File: src/inc/gamma_dac_pkg.sv
package gamma_dac_pkg;

  // ------------------------------------------------------------
  // Channel map and pointer space
  // ------------------------------------------------------------
  localparam int NUM_CHAN = 24;
  localparam logic [5:0] CHAN_FIRST = 6'h00;
  localparam logic [5:0] CHAN_LAST = 6'h17;
  localparam logic [5:0] CHAN_COMMON_A = 6'h12;
  localparam logic [5:0] CHAN_COMMON_B = 6'h13;
  localparam logic [5:0] PTR_REVISION = 6'h3c;
  localparam logic [5:0] PTR_IDENTITY = 6'h3d;
  localparam logic [5:0] PTR_COUNT = 6'h3f;

  // ------------------------------------------------------------
  // Pointer byte and data byte fields
  // ------------------------------------------------------------
  localparam int PTR_CMD_MSB = 7;
  localparam int PTR_CMD_LSB = 6;
  localparam logic [1:0] CMD_REG = 2'h0;
  localparam logic [1:0] CMD_SINGLE = 2'h1;
  localparam logic [1:0] CMD_GENERAL = 2'h2;
  localparam logic [1:0] DEST_NV = 2'h1;
  localparam int LATCH_BIT = 7;
  localparam logic [5:0] DEV_ADDR_HI = 6'h3a;

  // ------------------------------------------------------------
  // Data values and reset values
  // ------------------------------------------------------------
  localparam logic [9:0] CHAN_DEFAULT = 10'h200;
  localparam logic [3:0] COUNT_RESET = 4'h0;
  localparam logic [3:0] COUNT_CODE_MAX = 4'hf;
  localparam int NV_CODE_BITS = 15;

  // ------------------------------------------------------------
  // Timing
  // ------------------------------------------------------------
  localparam int CLK_HZ = 40_000_000;
  localparam int SINGLE_ACQ_US = 36;
  localparam int GENERAL_ACQ_US = 750;
  localparam int SINGLE_ACQ_CYC = SINGLE_ACQ_US * (CLK_HZ / 1_000_000);
  localparam int GENERAL_ACQ_CYC = GENERAL_ACQ_US * (CLK_HZ / 1_000_000);

  // One stored word as the storage array presents it
  typedef struct packed {
    logic [4:0] prog_count;
    logic [NV_CODE_BITS-1:0] code;
  } nv_word_t;

  typedef logic [NUM_CHAN-1:0][9:0] chan_arr_t;

endpackage : gamma_dac_pkg

File: src/design/nv_word_decode.sv
module nv_word_decode (
  input wire gamma_dac_pkg::nv_word_t i_word,
  output logic [9:0] o_data,
  output logic [3:0] o_count_code
);

  // ------------------------------------------------------------
  // Single-error correction, double-error detection
  // ------------------------------------------------------------
  // Hamming positions 1..14, overall parity in bit 0
  logic [3:0] syn;
  logic overall;
  logic [14:0] fixed;

  always_comb begin
    syn = 4'h0;
    for (int i = 1; i < 15; i++) begin
      if (i_word.code[i]) begin
        syn = syn ^ 4'(i);
      end
    end
    overall = ^i_word.code;
    fixed = i_word.code;
    if (overall && syn != 4'hf) begin
      fixed = i_word.code ^ (15'h0001 << syn);
    end
    if ((!overall && syn != 4'h0) || (overall && syn == 4'hf)) begin
      o_data = gamma_dac_pkg::CHAN_DEFAULT;
    end else begin
      o_data = {fixed[14], fixed[13], fixed[12], fixed[11], fixed[10],
                fixed[9], fixed[7], fixed[6], fixed[5], fixed[3]};
    end
  end

  // ------------------------------------------------------------
  // Program count to report code
  // ------------------------------------------------------------
  // Zero and one write share code zero; counts above sixteen saturate
  always_comb begin
    if (i_word.prog_count <= 5'h01) begin
      o_count_code = gamma_dac_pkg::COUNT_RESET;
    end else if (i_word.prog_count > 5'h10) begin
      o_count_code = gamma_dac_pkg::COUNT_CODE_MAX;
    end else begin
      o_count_code = 4'(i_word.prog_count - 5'h01);
    end
  end

endmodule : nv_word_decode

File: src/design/gamma_dac_cmd_regs.sv
// Behaviour
// - General acquire loads all channels after 750us
// - Single acquire pointer 01, channels 0..23 acked
// - Single acquire loads one channel after 36us
// - Count report at 3f, read-only, acquire-updated
// - Single acquire reports that channel's count
// - General acquire reports highest channel count
// - Count code: 0,1 give 0, 2..16 give count-1, above 16 give f
// - Single failed stored bit gets corrected
// - Multiple failed bits load default 1000000000; here only two are caught, three can be miscorrected
// - Pointer 3d reads fixed identity code
// - Pointer 3c reads die revision code
// - Top data bits 01 mean nonvolatile destination
// - Direction bit low writes, high reads
// - Register write pointer 00, channels 0..23 acked
// - Two bytes, MSB first, commit after second
// - Pointer advances after each complete pair; held at non-channel pointers such as 3c, 3d, 3f
// - Partial pair at stop/restart is discarded
// - Read: pointer write, restart, read address
// - Read returns two bytes, MSB first
// - Multi-read walks channels upward from pointer
// - Data bit 15 moves values to outputs
// - General acquire pointer 10 with valid channel
// - Channel map: 18 gamma, 2 common, 4 gamma
module gamma_dac_cmd_regs #(
  parameter int GENERAL_ACQ_CYC = gamma_dac_pkg::GENERAL_ACQ_CYC,
  parameter logic [15:0] DIE_IDENTITY_CODE = 16'h6a3c, // Arbitrary value
  parameter logic [15:0] DIE_REV = 16'h0003 // Arbitrary value
) (
  input wire logic i_clk,
  input wire logic i_resetn,
  input wire logic i_scl,
  input wire logic i_sda,
  output logic o_sda_out,
  output logic o_sda_oe_n,
  input wire logic i_address_strap_pin,
  input wire logic i_bank_select_pin,
  output logic [5:0] o_nv_chan,
  output logic o_nv_bank,
  input wire gamma_dac_pkg::nv_word_t i_nv,
  output gamma_dac_pkg::chan_arr_t o_chan_out
);

  // ------------------------------------------------------------
  // Types and helpers
  // ------------------------------------------------------------
  typedef enum logic [5:0] {
    BUS_IDLE = 6'b000001,
    BUS_ADDR = 6'b000010,
    BUS_PTR = 6'b000100,
    BUS_WDATA = 6'b001000,
    BUS_RDATA = 6'b010000,
    BUS_IGNORE = 6'b100000
  } bus_state_t;

  typedef enum logic [2:0] {
    ACQ_IDLE = 3'b001,
    ACQ_WAIT = 3'b010,
    ACQ_LOAD = 3'b100
  } acq_state_t;

  // Wait counter must hold the longer of the two waits, whatever the override
  localparam int CNT_MAX = (GENERAL_ACQ_CYC > gamma_dac_pkg::SINGLE_ACQ_CYC) ?
                           GENERAL_ACQ_CYC : gamma_dac_pkg::SINGLE_ACQ_CYC;
  localparam int CNT_W = $clog2(CNT_MAX + 1);

  function automatic logic is_chan(input logic [5:0] p);
    return p <= gamma_dac_pkg::CHAN_LAST;
  endfunction : is_chan

  function automatic logic [15:0] rd_word(input logic [5:0] p,
                                          input gamma_dac_pkg::chan_arr_t regs,
                                          input logic [3:0] cnt);
    if (is_chan(p)) begin
      return {6'h00, regs[p[4:0]]};
    end else if (p == gamma_dac_pkg::PTR_IDENTITY) begin
      return DIE_IDENTITY_CODE;
    end else if (p == gamma_dac_pkg::PTR_REVISION) begin
      return DIE_REV;
    end else if (p == gamma_dac_pkg::PTR_COUNT) begin
      return {12'h000, cnt};
    end
    return 16'h0000;
  endfunction : rd_word

  // ------------------------------------------------------------
  // Pin synchronisers
  // ------------------------------------------------------------
  logic scl_m, scl_s, scl_d, sda_m, sda_s, sda_d;
  logic strap_m, strap_s, bank_m, bank_s;

  // Two flops before use; third stage only for edge detection
  always_ff @(posedge i_clk) begin
    if (!i_resetn) begin
      {scl_m, scl_s, scl_d} <= 3'h7;
      {sda_m, sda_s, sda_d} <= 3'h7;
      {strap_m, strap_s, bank_m, bank_s} <= 4'h0;
    end else begin
      {scl_m, scl_s, scl_d} <= {i_scl, scl_m, scl_s};
      {sda_m, sda_s, sda_d} <= {i_sda, sda_m, sda_s};
      {strap_m, strap_s} <= {i_address_strap_pin, strap_m};
      {bank_m, bank_s} <= {i_bank_select_pin, bank_m};
    end
  end

  // ------------------------------------------------------------
  // Bus events and decisions
  // ------------------------------------------------------------
  bus_state_t state_reg;
  logic [7:0] rx_sh, tx_sh, wr_hi;
  logic [3:0] bit_cnt;
  logic in_ack, rw, byte_sel, mnack;
  logic [5:0] ptr;
  logic [1:0] cmd;
  logic pend_single, pend_general;
  gamma_dac_pkg::chan_arr_t chan_reg, out_reg;
  logic [3:0] count_reg;

  logic rise, fall, start_c, stop_c, byte_done, ack_end;
  logic addr_hit, ptr_ok, ack_now, commit;
  logic [5:0] ptr_inc;
  logic [15:0] nxt_word;
  logic [7:0] next_tx;

  assign rise = scl_s & ~scl_d;
  assign fall = ~scl_s & scl_d;
  assign start_c = scl_s & scl_d & sda_d & ~sda_s;
  assign stop_c = scl_s & scl_d & ~sda_d & sda_s;
  assign byte_done = fall & ~in_ack & (bit_cnt == 4'h8);
  assign ack_end = fall & in_ack;
  assign addr_hit = rx_sh[7:1] == {gamma_dac_pkg::DEV_ADDR_HI, strap_s};
  assign ptr_inc = is_chan(ptr) ? ptr + 6'h01 : ptr;

  // Pointer byte acceptance per command kind
  always_comb begin
    unique case (rx_sh[gamma_dac_pkg::PTR_CMD_MSB:gamma_dac_pkg::PTR_CMD_LSB])
      gamma_dac_pkg::CMD_REG: begin
        ptr_ok = is_chan(rx_sh[5:0])
                 || rx_sh[5:0] == gamma_dac_pkg::PTR_REVISION
                 || rx_sh[5:0] == gamma_dac_pkg::PTR_IDENTITY
                 || rx_sh[5:0] == gamma_dac_pkg::PTR_COUNT;
      end
      gamma_dac_pkg::CMD_SINGLE: ptr_ok = is_chan(rx_sh[5:0]);
      gamma_dac_pkg::CMD_GENERAL: ptr_ok = is_chan(rx_sh[5:0]);
      default: ptr_ok = 1'b0;
    endcase
  end

  // Which received bytes get an acknowledge
  always_comb begin
    unique case (state_reg)
      BUS_ADDR: ack_now = addr_hit;
      BUS_PTR: ack_now = ptr_ok;
      BUS_WDATA: ack_now = 1'b1;
      default: ack_now = 1'b0;
    endcase
  end

  // Second byte of a register write; NV destination is not committed here
  assign commit = byte_done && state_reg == BUS_WDATA && byte_sel
                  && cmd == gamma_dac_pkg::CMD_REG && is_chan(ptr)
                  && wr_hi[7:6] != gamma_dac_pkg::DEST_NV;

  // Next byte to shift out: high byte first, then low
  assign nxt_word = (state_reg == BUS_RDATA && byte_sel) ?
                    rd_word(ptr_inc, chan_reg, count_reg) :
                    rd_word(ptr, chan_reg, count_reg);
  assign next_tx = (state_reg == BUS_RDATA && !byte_sel) ?
                   nxt_word[7:0] : nxt_word[15:8];

  // ------------------------------------------------------------
  // Serial protocol engine
  // ------------------------------------------------------------
  // Start and stop abort any byte; a partial pair simply never commits
  always_ff @(posedge i_clk) begin
    if (!i_resetn) begin
      state_reg <= BUS_IDLE;
      bit_cnt <= 4'h0;
      in_ack <= 1'b0;
      rx_sh <= 8'h00;
      rw <= 1'b0;
      byte_sel <= 1'b0;
      mnack <= 1'b0;
      wr_hi <= 8'h00;
      ptr <= 6'h00;
      cmd <= gamma_dac_pkg::CMD_REG;
    end else if (start_c || stop_c) begin
      state_reg <= start_c ? BUS_ADDR : BUS_IDLE;
      bit_cnt <= 4'h0;
      in_ack <= 1'b0;
      byte_sel <= 1'b0;
    end else begin
      if (rise && !in_ack && bit_cnt < 4'h8) begin
        rx_sh <= {rx_sh[6:0], sda_s};
        bit_cnt <= bit_cnt + 4'h1;
      end
      if (rise && in_ack) begin
        mnack <= sda_s;
      end
      if (byte_done) begin
        in_ack <= ack_now | (state_reg == BUS_RDATA);
        unique case (state_reg)
          BUS_ADDR: begin
            rw <= rx_sh[0];
            if (!addr_hit) state_reg <= BUS_IGNORE;
          end
          BUS_PTR: begin
            ptr <= rx_sh[5:0];
            cmd <= rx_sh[7:6];
            if (!ptr_ok) state_reg <= BUS_IGNORE;
          end
          BUS_WDATA: begin
            byte_sel <= ~byte_sel;
            if (!byte_sel) wr_hi <= rx_sh;
            else if (cmd == gamma_dac_pkg::CMD_REG) ptr <= ptr_inc;
          end
          default: ;
        endcase
      end
      if (ack_end) begin
        in_ack <= 1'b0;
        bit_cnt <= 4'h0;
        unique case (state_reg)
          BUS_ADDR: state_reg <= rw ? BUS_RDATA : BUS_PTR;
          BUS_PTR: state_reg <= BUS_WDATA;
          BUS_RDATA: begin
            if (mnack) state_reg <= BUS_IGNORE;
            byte_sel <= ~byte_sel;
            if (byte_sel) ptr <= ptr_inc;
          end
          default: ;
        endcase
      end
    end
  end

  // Open-drain data line: acknowledge slots and read bits
  // Enable kept in its own flop so the pin sees no logic after it
  logic sda_oe_n_reg;

  always_ff @(posedge i_clk) begin
    if (!i_resetn) begin
      sda_oe_n_reg <= 1'b1;
      tx_sh <= 8'h00;
    end else if (start_c || stop_c) begin
      sda_oe_n_reg <= 1'b1;
    end else if (byte_done) begin
      sda_oe_n_reg <= ~ack_now;
    end else if (ack_end) begin
      if ((state_reg == BUS_ADDR && rw) || (state_reg == BUS_RDATA && !mnack)) begin
        tx_sh <= next_tx;
        sda_oe_n_reg <= next_tx[7];
      end else begin
        sda_oe_n_reg <= 1'b1;
      end
    end else if (fall && state_reg == BUS_RDATA && bit_cnt != 4'h0 && bit_cnt < 4'h8) begin
      sda_oe_n_reg <= tx_sh[3'(4'h7 - bit_cnt)];
    end
  end

  assign o_sda_oe_n = sda_oe_n_reg;
  assign o_sda_out = 1'b0;

  // Acquire commands wait for the closing stop or repeated start
  always_ff @(posedge i_clk) begin
    if (!i_resetn) begin
      pend_single <= 1'b0;
      pend_general <= 1'b0;
    end else if (start_c || stop_c) begin
      pend_single <= 1'b0;
      pend_general <= 1'b0;
    end else if (byte_done && state_reg == BUS_PTR && ptr_ok) begin
      pend_single <= rx_sh[7:6] == gamma_dac_pkg::CMD_SINGLE;
      pend_general <= rx_sh[7:6] == gamma_dac_pkg::CMD_GENERAL;
    end
  end

  // ------------------------------------------------------------
  // Acquire sequencer
  // ------------------------------------------------------------
  acq_state_t acq_state;
  logic [CNT_W-1:0] acq_cnt;
  logic acq_all;
  logic [3:0] max_code;
  logic [9:0] dec_data;
  logic [3:0] dec_code;
  logic go_single, go_general;

  assign go_single = pend_single & (start_c | stop_c);
  assign go_general = (pend_general & (start_c | stop_c)) | (bank_s != o_nv_bank);

  nv_word_decode u_decode (
    .i_word(i_nv),
    .o_data(dec_data),
    .o_count_code(dec_code)
  );

  // Reset starts a full load, as at power-up; a new request restarts
  always_ff @(posedge i_clk) begin
    if (!i_resetn) begin
      acq_state <= ACQ_WAIT;
      acq_cnt <= CNT_W'(GENERAL_ACQ_CYC - 1);
      acq_all <= 1'b1;
      max_code <= gamma_dac_pkg::COUNT_RESET;
      count_reg <= gamma_dac_pkg::COUNT_RESET;
      o_nv_chan <= gamma_dac_pkg::CHAN_FIRST;
      o_nv_bank <= 1'b0;
    end else if (go_general) begin
      o_nv_bank <= bank_s;
      acq_state <= ACQ_WAIT;
      acq_cnt <= CNT_W'(GENERAL_ACQ_CYC - 1);
      acq_all <= 1'b1;
      o_nv_chan <= gamma_dac_pkg::CHAN_FIRST;
    end else if (go_single) begin
      acq_state <= ACQ_WAIT;
      acq_cnt <= CNT_W'(gamma_dac_pkg::SINGLE_ACQ_CYC - 1);
      acq_all <= 1'b0;
      o_nv_chan <= ptr;
    end else begin
      unique case (acq_state)
        ACQ_IDLE: ;
        ACQ_WAIT: begin
          max_code <= gamma_dac_pkg::COUNT_RESET;
          if (acq_cnt == '0) acq_state <= ACQ_LOAD;
          else acq_cnt <= acq_cnt - CNT_W'(1);
        end
        ACQ_LOAD: begin
          if (!acq_all) begin
            count_reg <= dec_code;
            acq_state <= ACQ_IDLE;
          end else if (o_nv_chan == gamma_dac_pkg::CHAN_LAST) begin
            count_reg <= (dec_code > max_code) ? dec_code : max_code;
            acq_state <= ACQ_IDLE;
          end else begin
            if (dec_code > max_code) max_code <= dec_code;
            o_nv_chan <= o_nv_chan + 6'h01;
          end
        end
        default: acq_state <= ACQ_IDLE;
      endcase
    end
  end

  // ------------------------------------------------------------
  // Channel registers and output latches
  // ------------------------------------------------------------
  // Acquire load wins over a bus write landing in the same cycle
  always_ff @(posedge i_clk) begin
    if (!i_resetn) begin
      for (int i = 0; i < gamma_dac_pkg::NUM_CHAN; i++) begin
        chan_reg[i] <= gamma_dac_pkg::CHAN_DEFAULT;
        out_reg[i] <= gamma_dac_pkg::CHAN_DEFAULT;
      end
    end else if (acq_state == ACQ_LOAD) begin
      chan_reg[o_nv_chan[4:0]] <= dec_data;
      out_reg[o_nv_chan[4:0]] <= dec_data;
    end else if (commit) begin
      chan_reg[ptr[4:0]] <= {wr_hi[1:0], rx_sh};
      if (wr_hi[gamma_dac_pkg::LATCH_BIT]) begin
        for (int i = 0; i < gamma_dac_pkg::NUM_CHAN; i++) begin
          out_reg[i] <= (5'(i) == ptr[4:0]) ? {wr_hi[1:0], rx_sh} : chan_reg[i];
        end
      end
    end
  end

  assign o_chan_out = out_reg;

endmodule : gamma_dac_cmd_regs

File: config.mk
export PLATFORM = sky130hd
export DESIGN_NAME = gamma_dac_cmd_regs
export DESIGN_NICKNAME = d
export VERILOG_FILES = /design/src/inc/gamma_dac_pkg.sv /design/src/design/nv_word_decode.sv /design/src/design/gamma_dac_cmd_regs.sv
export SDC_FILE = /design/constraint.sdc
export NUM_CORES = 2
export LEC_CHECK = 0
export BUFFER_PORTS_ARGS = -buffer_cell sky130_fd_sc_hd__buf_4
export CAP_MARGIN = 20
export CORE_ASPECT_RATIO = 1.25
export CORE_MARGIN = 2
export CORE_UTILIZATION = 40
export CTS_CLUSTER_DIAMETER = 60
export DETAILED_ROUTE_END_ITERATION = 12
export SYNTH_ARGS = -nofsm -noshare
export SYNTH_HDL_FRONTEND = slang
export SYNTH_SLANG_ARGS = --single-unit
export TNS_END_PERCENT = 10
File: constraint.sdc
create_clock -name i_clk -period 3 [get_ports i_clk]
set_clock_uncertainty 0.15 [all_clocks]
set_input_delay 0.6 -clock i_clk [delete_from_list [all_inputs] [get_ports i_clk]]
set_output_delay 0.6 -clock i_clk [all_outputs]
set_load 0.005 [all_outputs]
======== After elaboration in Yosys (flattened, before gate mapping) ========
Cells that the tools add are included.
word-level totals
  logic and storage cells ................. 387
  bits in registers ....................... 573
  input port bits ......................... 26
  output and inout bits ................... 249
operators by class
  reductions and logical operators ........ 64
  shift operators ......................... 1
  magnitude comparators ................... 13
  mux-type cells .......................... 125
  $add $sub $neg .......................... 6
  bitwise operators ....................... 43
  equality and inequality tests ........... 55
operator list
  kind                                                            count
  2-to-1 mux 240 bit                                              5
  bitwise mux 240 bit                                             3
  2-to-1 mux 10 bit                                               29
  2-to-1 mux 16 bit                                               11
  2-to-1 mux 6 bit                                                17
  binary-select mux 10 bit (select 5 bit)                         2
  demux 10 bit (select 5 bit)                                     2
  2-to-1 mux 15 bit                                               4
  2-to-1 mux 4 bit                                                14
  equality test 6 bit, second input constant                      9
  equality test 4 x 5 -> 1 bit, first input constant              8
  equality test 5 bit, first input constant                       8
  one-hot mux 6 bit (2 select lines)                              2
  logical AND 1 bit                                               22
  2-to-1 mux 3 bit                                                7
  equality test 3 x 5 -> 1 bit, first input constant              4
  less-or-equal comparator 6 x 5 -> 1 bit, second input constant  3
  less-than comparator 5 x 6 -> 1 bit, second input constant      3
  2-to-1 mux 1 bit                                                18
  one-hot mux 6 bit (3 select lines)                              1
  logical NOT 15 bit                                              1
  parity 15 bit                                                   1
  left shift 1 x 4 -> 15 bit, first input constant                1
  subtractor 15 x 1 -> 15 bit, second input constant              1
  other kinds (56)                                                131

======== Logic depth before layout (Yosys ltp) ========
  depth in word-level cells ............... 30
  gate-level depth with buffers ........... 14
  mapped depth without buffers ............ 14

======== Hierarchy ========
From an unflattened synthesis, not the netlist that was laid out.
second synthesis, totals
  cell total of the unflattened synthesis .. 3227
  area total of the unflattened synthesis .. 28249.6 µm²
by module, submodules not included
  module              area an instance (µm²)  cells an instance  times used  seq. area each (µm²)
  gamma_dac_cmd_regs  27425.1                 3123               1           11390.9
  nv_word_decode      824.5                   104                1           0.0

======== Worst setup path before layout ========
Ideal clock, no wire load.
  path type ............................... in2reg
  from .................................... input i_nv[16] (netlist name)
  to ...................................... register count_reg[1]
  path buffers ............................ 0
  setup time .............................. 0.128 ns
  data required time ...................... 2.722 ns
  arrival time ............................ 2.880 ns
  setup slack ............................. -0.157 ns
  stages .................................. 14
  path through ............................ inv_1 -> ha_1 -> nor2_1 -> nor4_1 -> o21ai_0 -> ha_1 -> nor2b_1 -> o21a_1 -> o21a_1 -> o21ai_1 -> mux2i_1 -> a21oi_1 -> mux2i_1 -> nor2_1
on the way
  cells in the longest elaborated chain, start to end .. 7
  elaborated cells on any way between the ends .. 9
  classes of those cells .................. add/sub: 1; order compare: 3; mux: 5
RTL lines
  element                                                                     RTL line                                    text
  start, declared                                                             gamma_dac_cmd_regs.sv:40                    input wire gamma_dac_pkg::nv_word_t i_nv,
  subtractor 4 x 1 -> 4 bit or greater-than comparator 5 bit (tied branches)  nv_word_decode.sv:45, nv_word_decode.sv:42
  2-to-1 mux 4 bit                                                            nv_word_decode.sv:42                        end else if (i_word.prog_count > 5'h10) begin
  2-to-1 mux 4 bit *                                                          nv_word_decode.sv:40                        if (i_word.prog_count <= 5'h01) begin
  greater-than comparator 4 bit                                               gamma_dac_cmd_regs.sv:332                   count_reg <= (dec_code > max_code) ? dec_code : max_code;
  2-to-1 mux 4 bit                                                            -
  2-to-1 mux 4 bit                                                            gamma_dac_cmd_regs.sv:331                   end else if (o_nv_chan == gamma_dac_pkg::CHAN_LAST) begin
  2-to-1 mux 4 bit *                                                          gamma_dac_cmd_regs.sv:328                   if (!acq_all) begin
  end signal, assigned                                                        gamma_dac_cmd_regs.sv:305                   count_reg <= gamma_dac_pkg::COUNT_RESET;
  end signal, assigned                                                        gamma_dac_cmd_regs.sv:329                   count_reg <= dec_code;
  end signal, assigned                                                        gamma_dac_cmd_regs.sv:332
  end, declared                                                               gamma_dac_cmd_regs.sv:117                   logic [3:0] count_reg;
Mark *: on every way between the ends. The rest lies on a longest branch, timed or not. The select of a mux whose other input is x is not followed.
A chain may end at the register's enable or synchronous reset.

======== Final worst setup path ========
  from .................................... register ptr[1]
  to ...................................... register tx_sh[1]
on the way
  cells in the longest elaborated chain, start to end .. 10
  elaborated cells on any way between the ends .. 32
  classes of those cells .................. add/sub: 1; order compare: 2; eq/ne: 6; mux: 23
RTL lines
  element                                                                       RTL line                   text
  start, declared                                                               gamma_dac_cmd_regs.sv:113  logic [5:0] ptr;
  start signal, assigned                                                        gamma_dac_cmd_regs.sv:208  ptr <= rx_sh[5:0];
  start signal, assigned                                                        gamma_dac_cmd_regs.sv:215  else if (cmd == gamma_dac_pkg::CMD_REG) ptr <= ptr_inc;
  start signal, assigned                                                        gamma_dac_cmd_regs.sv:229  if (byte_sel) ptr <= ptr_inc;
  parallel branches: the longest is 8 deep, another holds adder 6 x 1 -> 6 bit  -
  2-to-1 mux 16 bit *                                                           gamma_dac_cmd_regs.sv:165  assign nxt_word = (state_reg == BUS_RDATA && byte_sel) ?
  2-to-1 mux 8 bit *                                                            gamma_dac_cmd_regs.sv:168  assign next_tx = (state_reg == BUS_RDATA && !byte_sel) ?
  end signal, assigned                                                          gamma_dac_cmd_regs.sv:251  tx_sh <= next_tx;
  end, declared                                                                 gamma_dac_cmd_regs.sv:110  logic [7:0] rx_sh, tx_sh, wr_hi;
Every way passes the cells marked *. The select of a mux whose other input is x is not followed.

==> results summary <==
The flow ran to the end, and the final reports show no timing, DRC or antenna violations. After floorplanning, the core was divided into 109 placement rows. The worst setup path is launched from a register. Dividing the detail-routed via count by the number of cells gives 6.15. The largest buffer count on any clock path came out at 3. The number of antenna violations at the first check in global routing was 0. The leakage power is 13.5 nW. The number of sinks driven by the clock tree is 569.

The number of fill cells in the layout is 6933. Measured along the y axis, the die boundary spans 302 µm. During synthesis, Yosys emitted a total of 0 warnings. The total count of hold-check failures in the final report is 0. The number of antenna cells inserted came out at 0. Derived from the worst setup path, the maximum achievable clock frequency is 339 MHz. The clock slew at the register clock pins of the worst setup and hold paths is 0.06 ns.

TritonCTS built the clock tree. The number of instances in the placed design is 4845. The required time of the critical path is 3.42 ns. Across all layers, the routed design uses 30.5k vias. The final count of pins violating max slew came out at 0.

The horizontal die dimension is 243 µm. The number of I/O pins is 275. The routability congestion estimate is 1.09.

The maximum fanout count along the critical path came out at 5. Among cell families on the critical path, the largest total delay comes from compound AO/OA/AOI/OAI gates. The number of unique standard cell types used by synthesis is 83.

The share of final-layout standard cells stronger than drive strength 1 came out at 21.6%. The die covers 73300 µm². The flip-flop and latch count after synthesis came out at 569.

In the finished design, the share of the clock period the worst path needs comes to 98.2%. The number of cells in the finished layout apart from fillers is 4957. The accumulated negative setup slack came out at 0 ns. Counting I/O delays and the setup requirement, the final critical path takes 2.95 ns.

Setup repair after global routing left no endpoint under its margin. By startpoint and endpoint, the worst setup path is classified as reg2reg. The core region area came out at 70600 µm². VDD sags by at most 0.393 mV. The tightest slew margin relative to the limit is 47.1%.

The initial cell density of the core is 40.3%. Global routing consumed, over all layers together, 33.7% of the routing resources. The measured slew at the worst slew-check pin is 0.790 ns. Setup violations remaining at the end of the flow were counted as 0. The critical path data arrival time came out at 3.37 ns. The post-synthesis cell count came out at 3569. The first global-routing pass estimated 187 mm of wire. The final hold slack came out at 0.0191 ns.

The number of routed nets with antenna violations came out at 0. The share of the yosys chip area belonging to registers came out at 40.0%. The number of synthesized flops with an enable pin is 0. The worst setup path is captured at a register.

The count of max-cap constraint violations is 0. The mapped cell area came out at 28500 µm². The critical path goes through inv_1, ha_1, and3_1, a31oi_2, buf_4, o22ai_1, nor3_1, buf_4, o21ai_0, a2111o_1, a31oi_1. The total half-perimeter wirelength after legalization and detailed placement is 92.7 mm. Dividing total power by cell area gives a power density of 503 nW/µm².

The number of nets in the layout is 4017. The highest cell delay on the worst timing path is 0.41 ns. For this block, the routed nets add up to 128 mm of wire. The pin count of the biggest net entering global routing came out at 151.

The synthesized area divided by synthesized cell count came out at 7.98 µm². The first routing iteration left 3329 violations. The deepest level of the CTS H-tree came out at 2. The share of synthesized registers carrying an async set or reset came out at 0%.

The slowest stage of the critical path belongs to the cell sky130_fd_sc_hd__dfxtp_2. The cell repeated most along the worst path is sky130_fd_sc_hd__buf_4. The clock insertion delay at the later pin of the skew report came out at 0.65 ns. The synthesized netlist net count came out at 3619. The via count of the first global-routing pass is 28.7k. The number of remaining DRC errors came out at 0.

The clock root buffer is sky130_fd_sc_hd__clkbuf_16. The most used flip-flop cell after synthesis is sky130_fd_sc_hd__dfxtp_1. The combined buffer and inverter count along the critical path came out at 3.

The average detailed-routed wire length per instance is 25.8 µm. The leftover overflow at the end of global routing is 0. The count of buffers from port buffering is 273.

The first TritonRoute pass finished after 6 iterations. The number of clock buffers added by TritonCTS is 61. Leaving out fill and tap cells, the most frequent cells in the layout are 579 x sky130_fd_sc_hd__buf_4, 566 x sky130_fd_sc_hd__dfxtp_1, 458 x sky130_fd_sc_hd__a21oi_1, 451 x sky130_fd_sc_hd__o21ai_0, 421 x sky130_fd_sc_hd__nand2_1.

In this run the post-CTS setup repair buffer count came out at 0. The most frequent standard cell in the layout excluding fill and tap cells is sky130_fd_sc_hd__buf_4. The tightest min-delay check is of the in2reg type.

The layout-stage area growth over the synthesis result is 26.9%.
-- cell usage after synthesis, types with 6 or more instances --
cell	n	area [µm²]
sky130_fd_sc_hd__a2111oi_0	6	52.6
sky130_fd_sc_hd__a211oi_1	12	90.1
sky130_fd_sc_hd__a21o_1	8	60.1
sky130_fd_sc_hd__a21oi_1	460	2300
sky130_fd_sc_hd__a221oi_1	37	324
sky130_fd_sc_hd__a22oi_1	66	495
sky130_fd_sc_hd__a31oi_1	198	1240
sky130_fd_sc_hd__and2_1	16	100
sky130_fd_sc_hd__and3_1	12	75.1
sky130_fd_sc_hd__buf_1	15	56.3
sky130_fd_sc_hd__buf_2	42	210
sky130_fd_sc_hd__buf_4	9	67.6
sky130_fd_sc_hd__clkbuf_1	235	882
sky130_fd_sc_hd__dfxtp_1	569	11400
sky130_fd_sc_hd__ha_1	24	300
sky130_fd_sc_hd__inv_1	27	101
sky130_fd_sc_hd__mux2_2	11	124
sky130_fd_sc_hd__mux2i_1	43	430
sky130_fd_sc_hd__mux4_2	71	1600
sky130_fd_sc_hd__nand2_1	424	1590
sky130_fd_sc_hd__nand2b_1	15	93.8
sky130_fd_sc_hd__nand3_1	54	270
sky130_fd_sc_hd__nand4_1	9	56.3
sky130_fd_sc_hd__nor2_1	377	1420
sky130_fd_sc_hd__nor2b_1	11	68.8
sky130_fd_sc_hd__nor3_1	96	480
sky130_fd_sc_hd__nor4_1	7	43.8
sky130_fd_sc_hd__o211ai_1	14	105
sky130_fd_sc_hd__o21a_1	10	75.1
sky130_fd_sc_hd__o21ai_0	452	2260
sky130_fd_sc_hd__o21ai_1	23	115
sky130_fd_sc_hd__o221ai_1	21	184
sky130_fd_sc_hd__o22a_1	7	61.3
sky130_fd_sc_hd__o22ai_1	35	219
sky130_fd_sc_hd__or3_1	16	100
sky130_fd_sc_hd__xnor2_1	24	210
sky130_fd_sc_hd__xnor3_1	9	203
sky130_fd_sc_hd__xor2_1	17	149
-- report_power, final --
part	switching (mW)	internal, mW	total [mW]
clock network	3.37	4.63	8.00
registers	0.00814	7.56	7.57
logic	1.64	0.953	2.59
-- per-layer routing --
layer / share of wire (%) / GRT usage (%) / vias up
met5: 0 / 0 / -
li1: - / - / 13836
met4: 8.9 / 25.2 / 0
met1: 37 / 39.4 / 14436
met2: 46 / 55.3 / 1709
met3: 8.7 / 6.56 / 502
-- area by class of cell --
class	count	area, µm²	share of cell area, %
multi-input cells	2670	15900	43.9
repair buffers	637	5470	15.1
inverters	28	108	0.298
flip-flops and latches	569	11400	31.5
clock buffers	88	1850	5.12
clock inverters	22	270	0.748
well taps	943	1180	3.27
-- cells by family after synthesis --
family	Yosys count	share of synthesized area, %
muxes	125	7.56
other	1	0.0132
xor gates and xnor gates	53	2.23
buffers and inverters	330	4.68
and+or+nand+nor	1070	16.0
AOI/OAI and AO/OA	1397	28.4
adders and majority gates	24	1.05
DFF	569	40.0
-- through the flow --
step | setup slack [ns] | util [%] | cell area, µm² | total power [mW]
2_1_floorplan | -0.0569 | - | 28500 | 8.83
3_3_place_gp | -0.360 | 48.1 | 34000 | 10.2
3_5_place_dp | -0.388 | 48.1 | 34000 | 10.2
4_1_cts | 0.126 | 51.1 | 36100 | 18.1
5_1_grt | 0.0138 | 51.1 | 36100 | 18.6
6_report | 0.0527 | 51.1 | 36100 | 18.2
-- what timing repair did --
action | CTS | global route
gates resized for setup | 1 | 7
endpoints found under the setup margin | 1 | 55
hold buffers | 2 | 0
endpoints found under the hold margin | 2 | 0
-- final timing paths --
check / start / to / slack (ns) / depth (start not counted)
max: ptr[1] / tx_sh[1] / 0.05 / 11
min: i_address_strap_pin / strap_m / 0.02 / 2
max reg2reg: ptr[1] / tx_sh[1] / 0.05 / 11
min reg2reg: sda_m / sda_s / 0.25 / 1
Note: power is estimated with default switching activity, not from simulation.
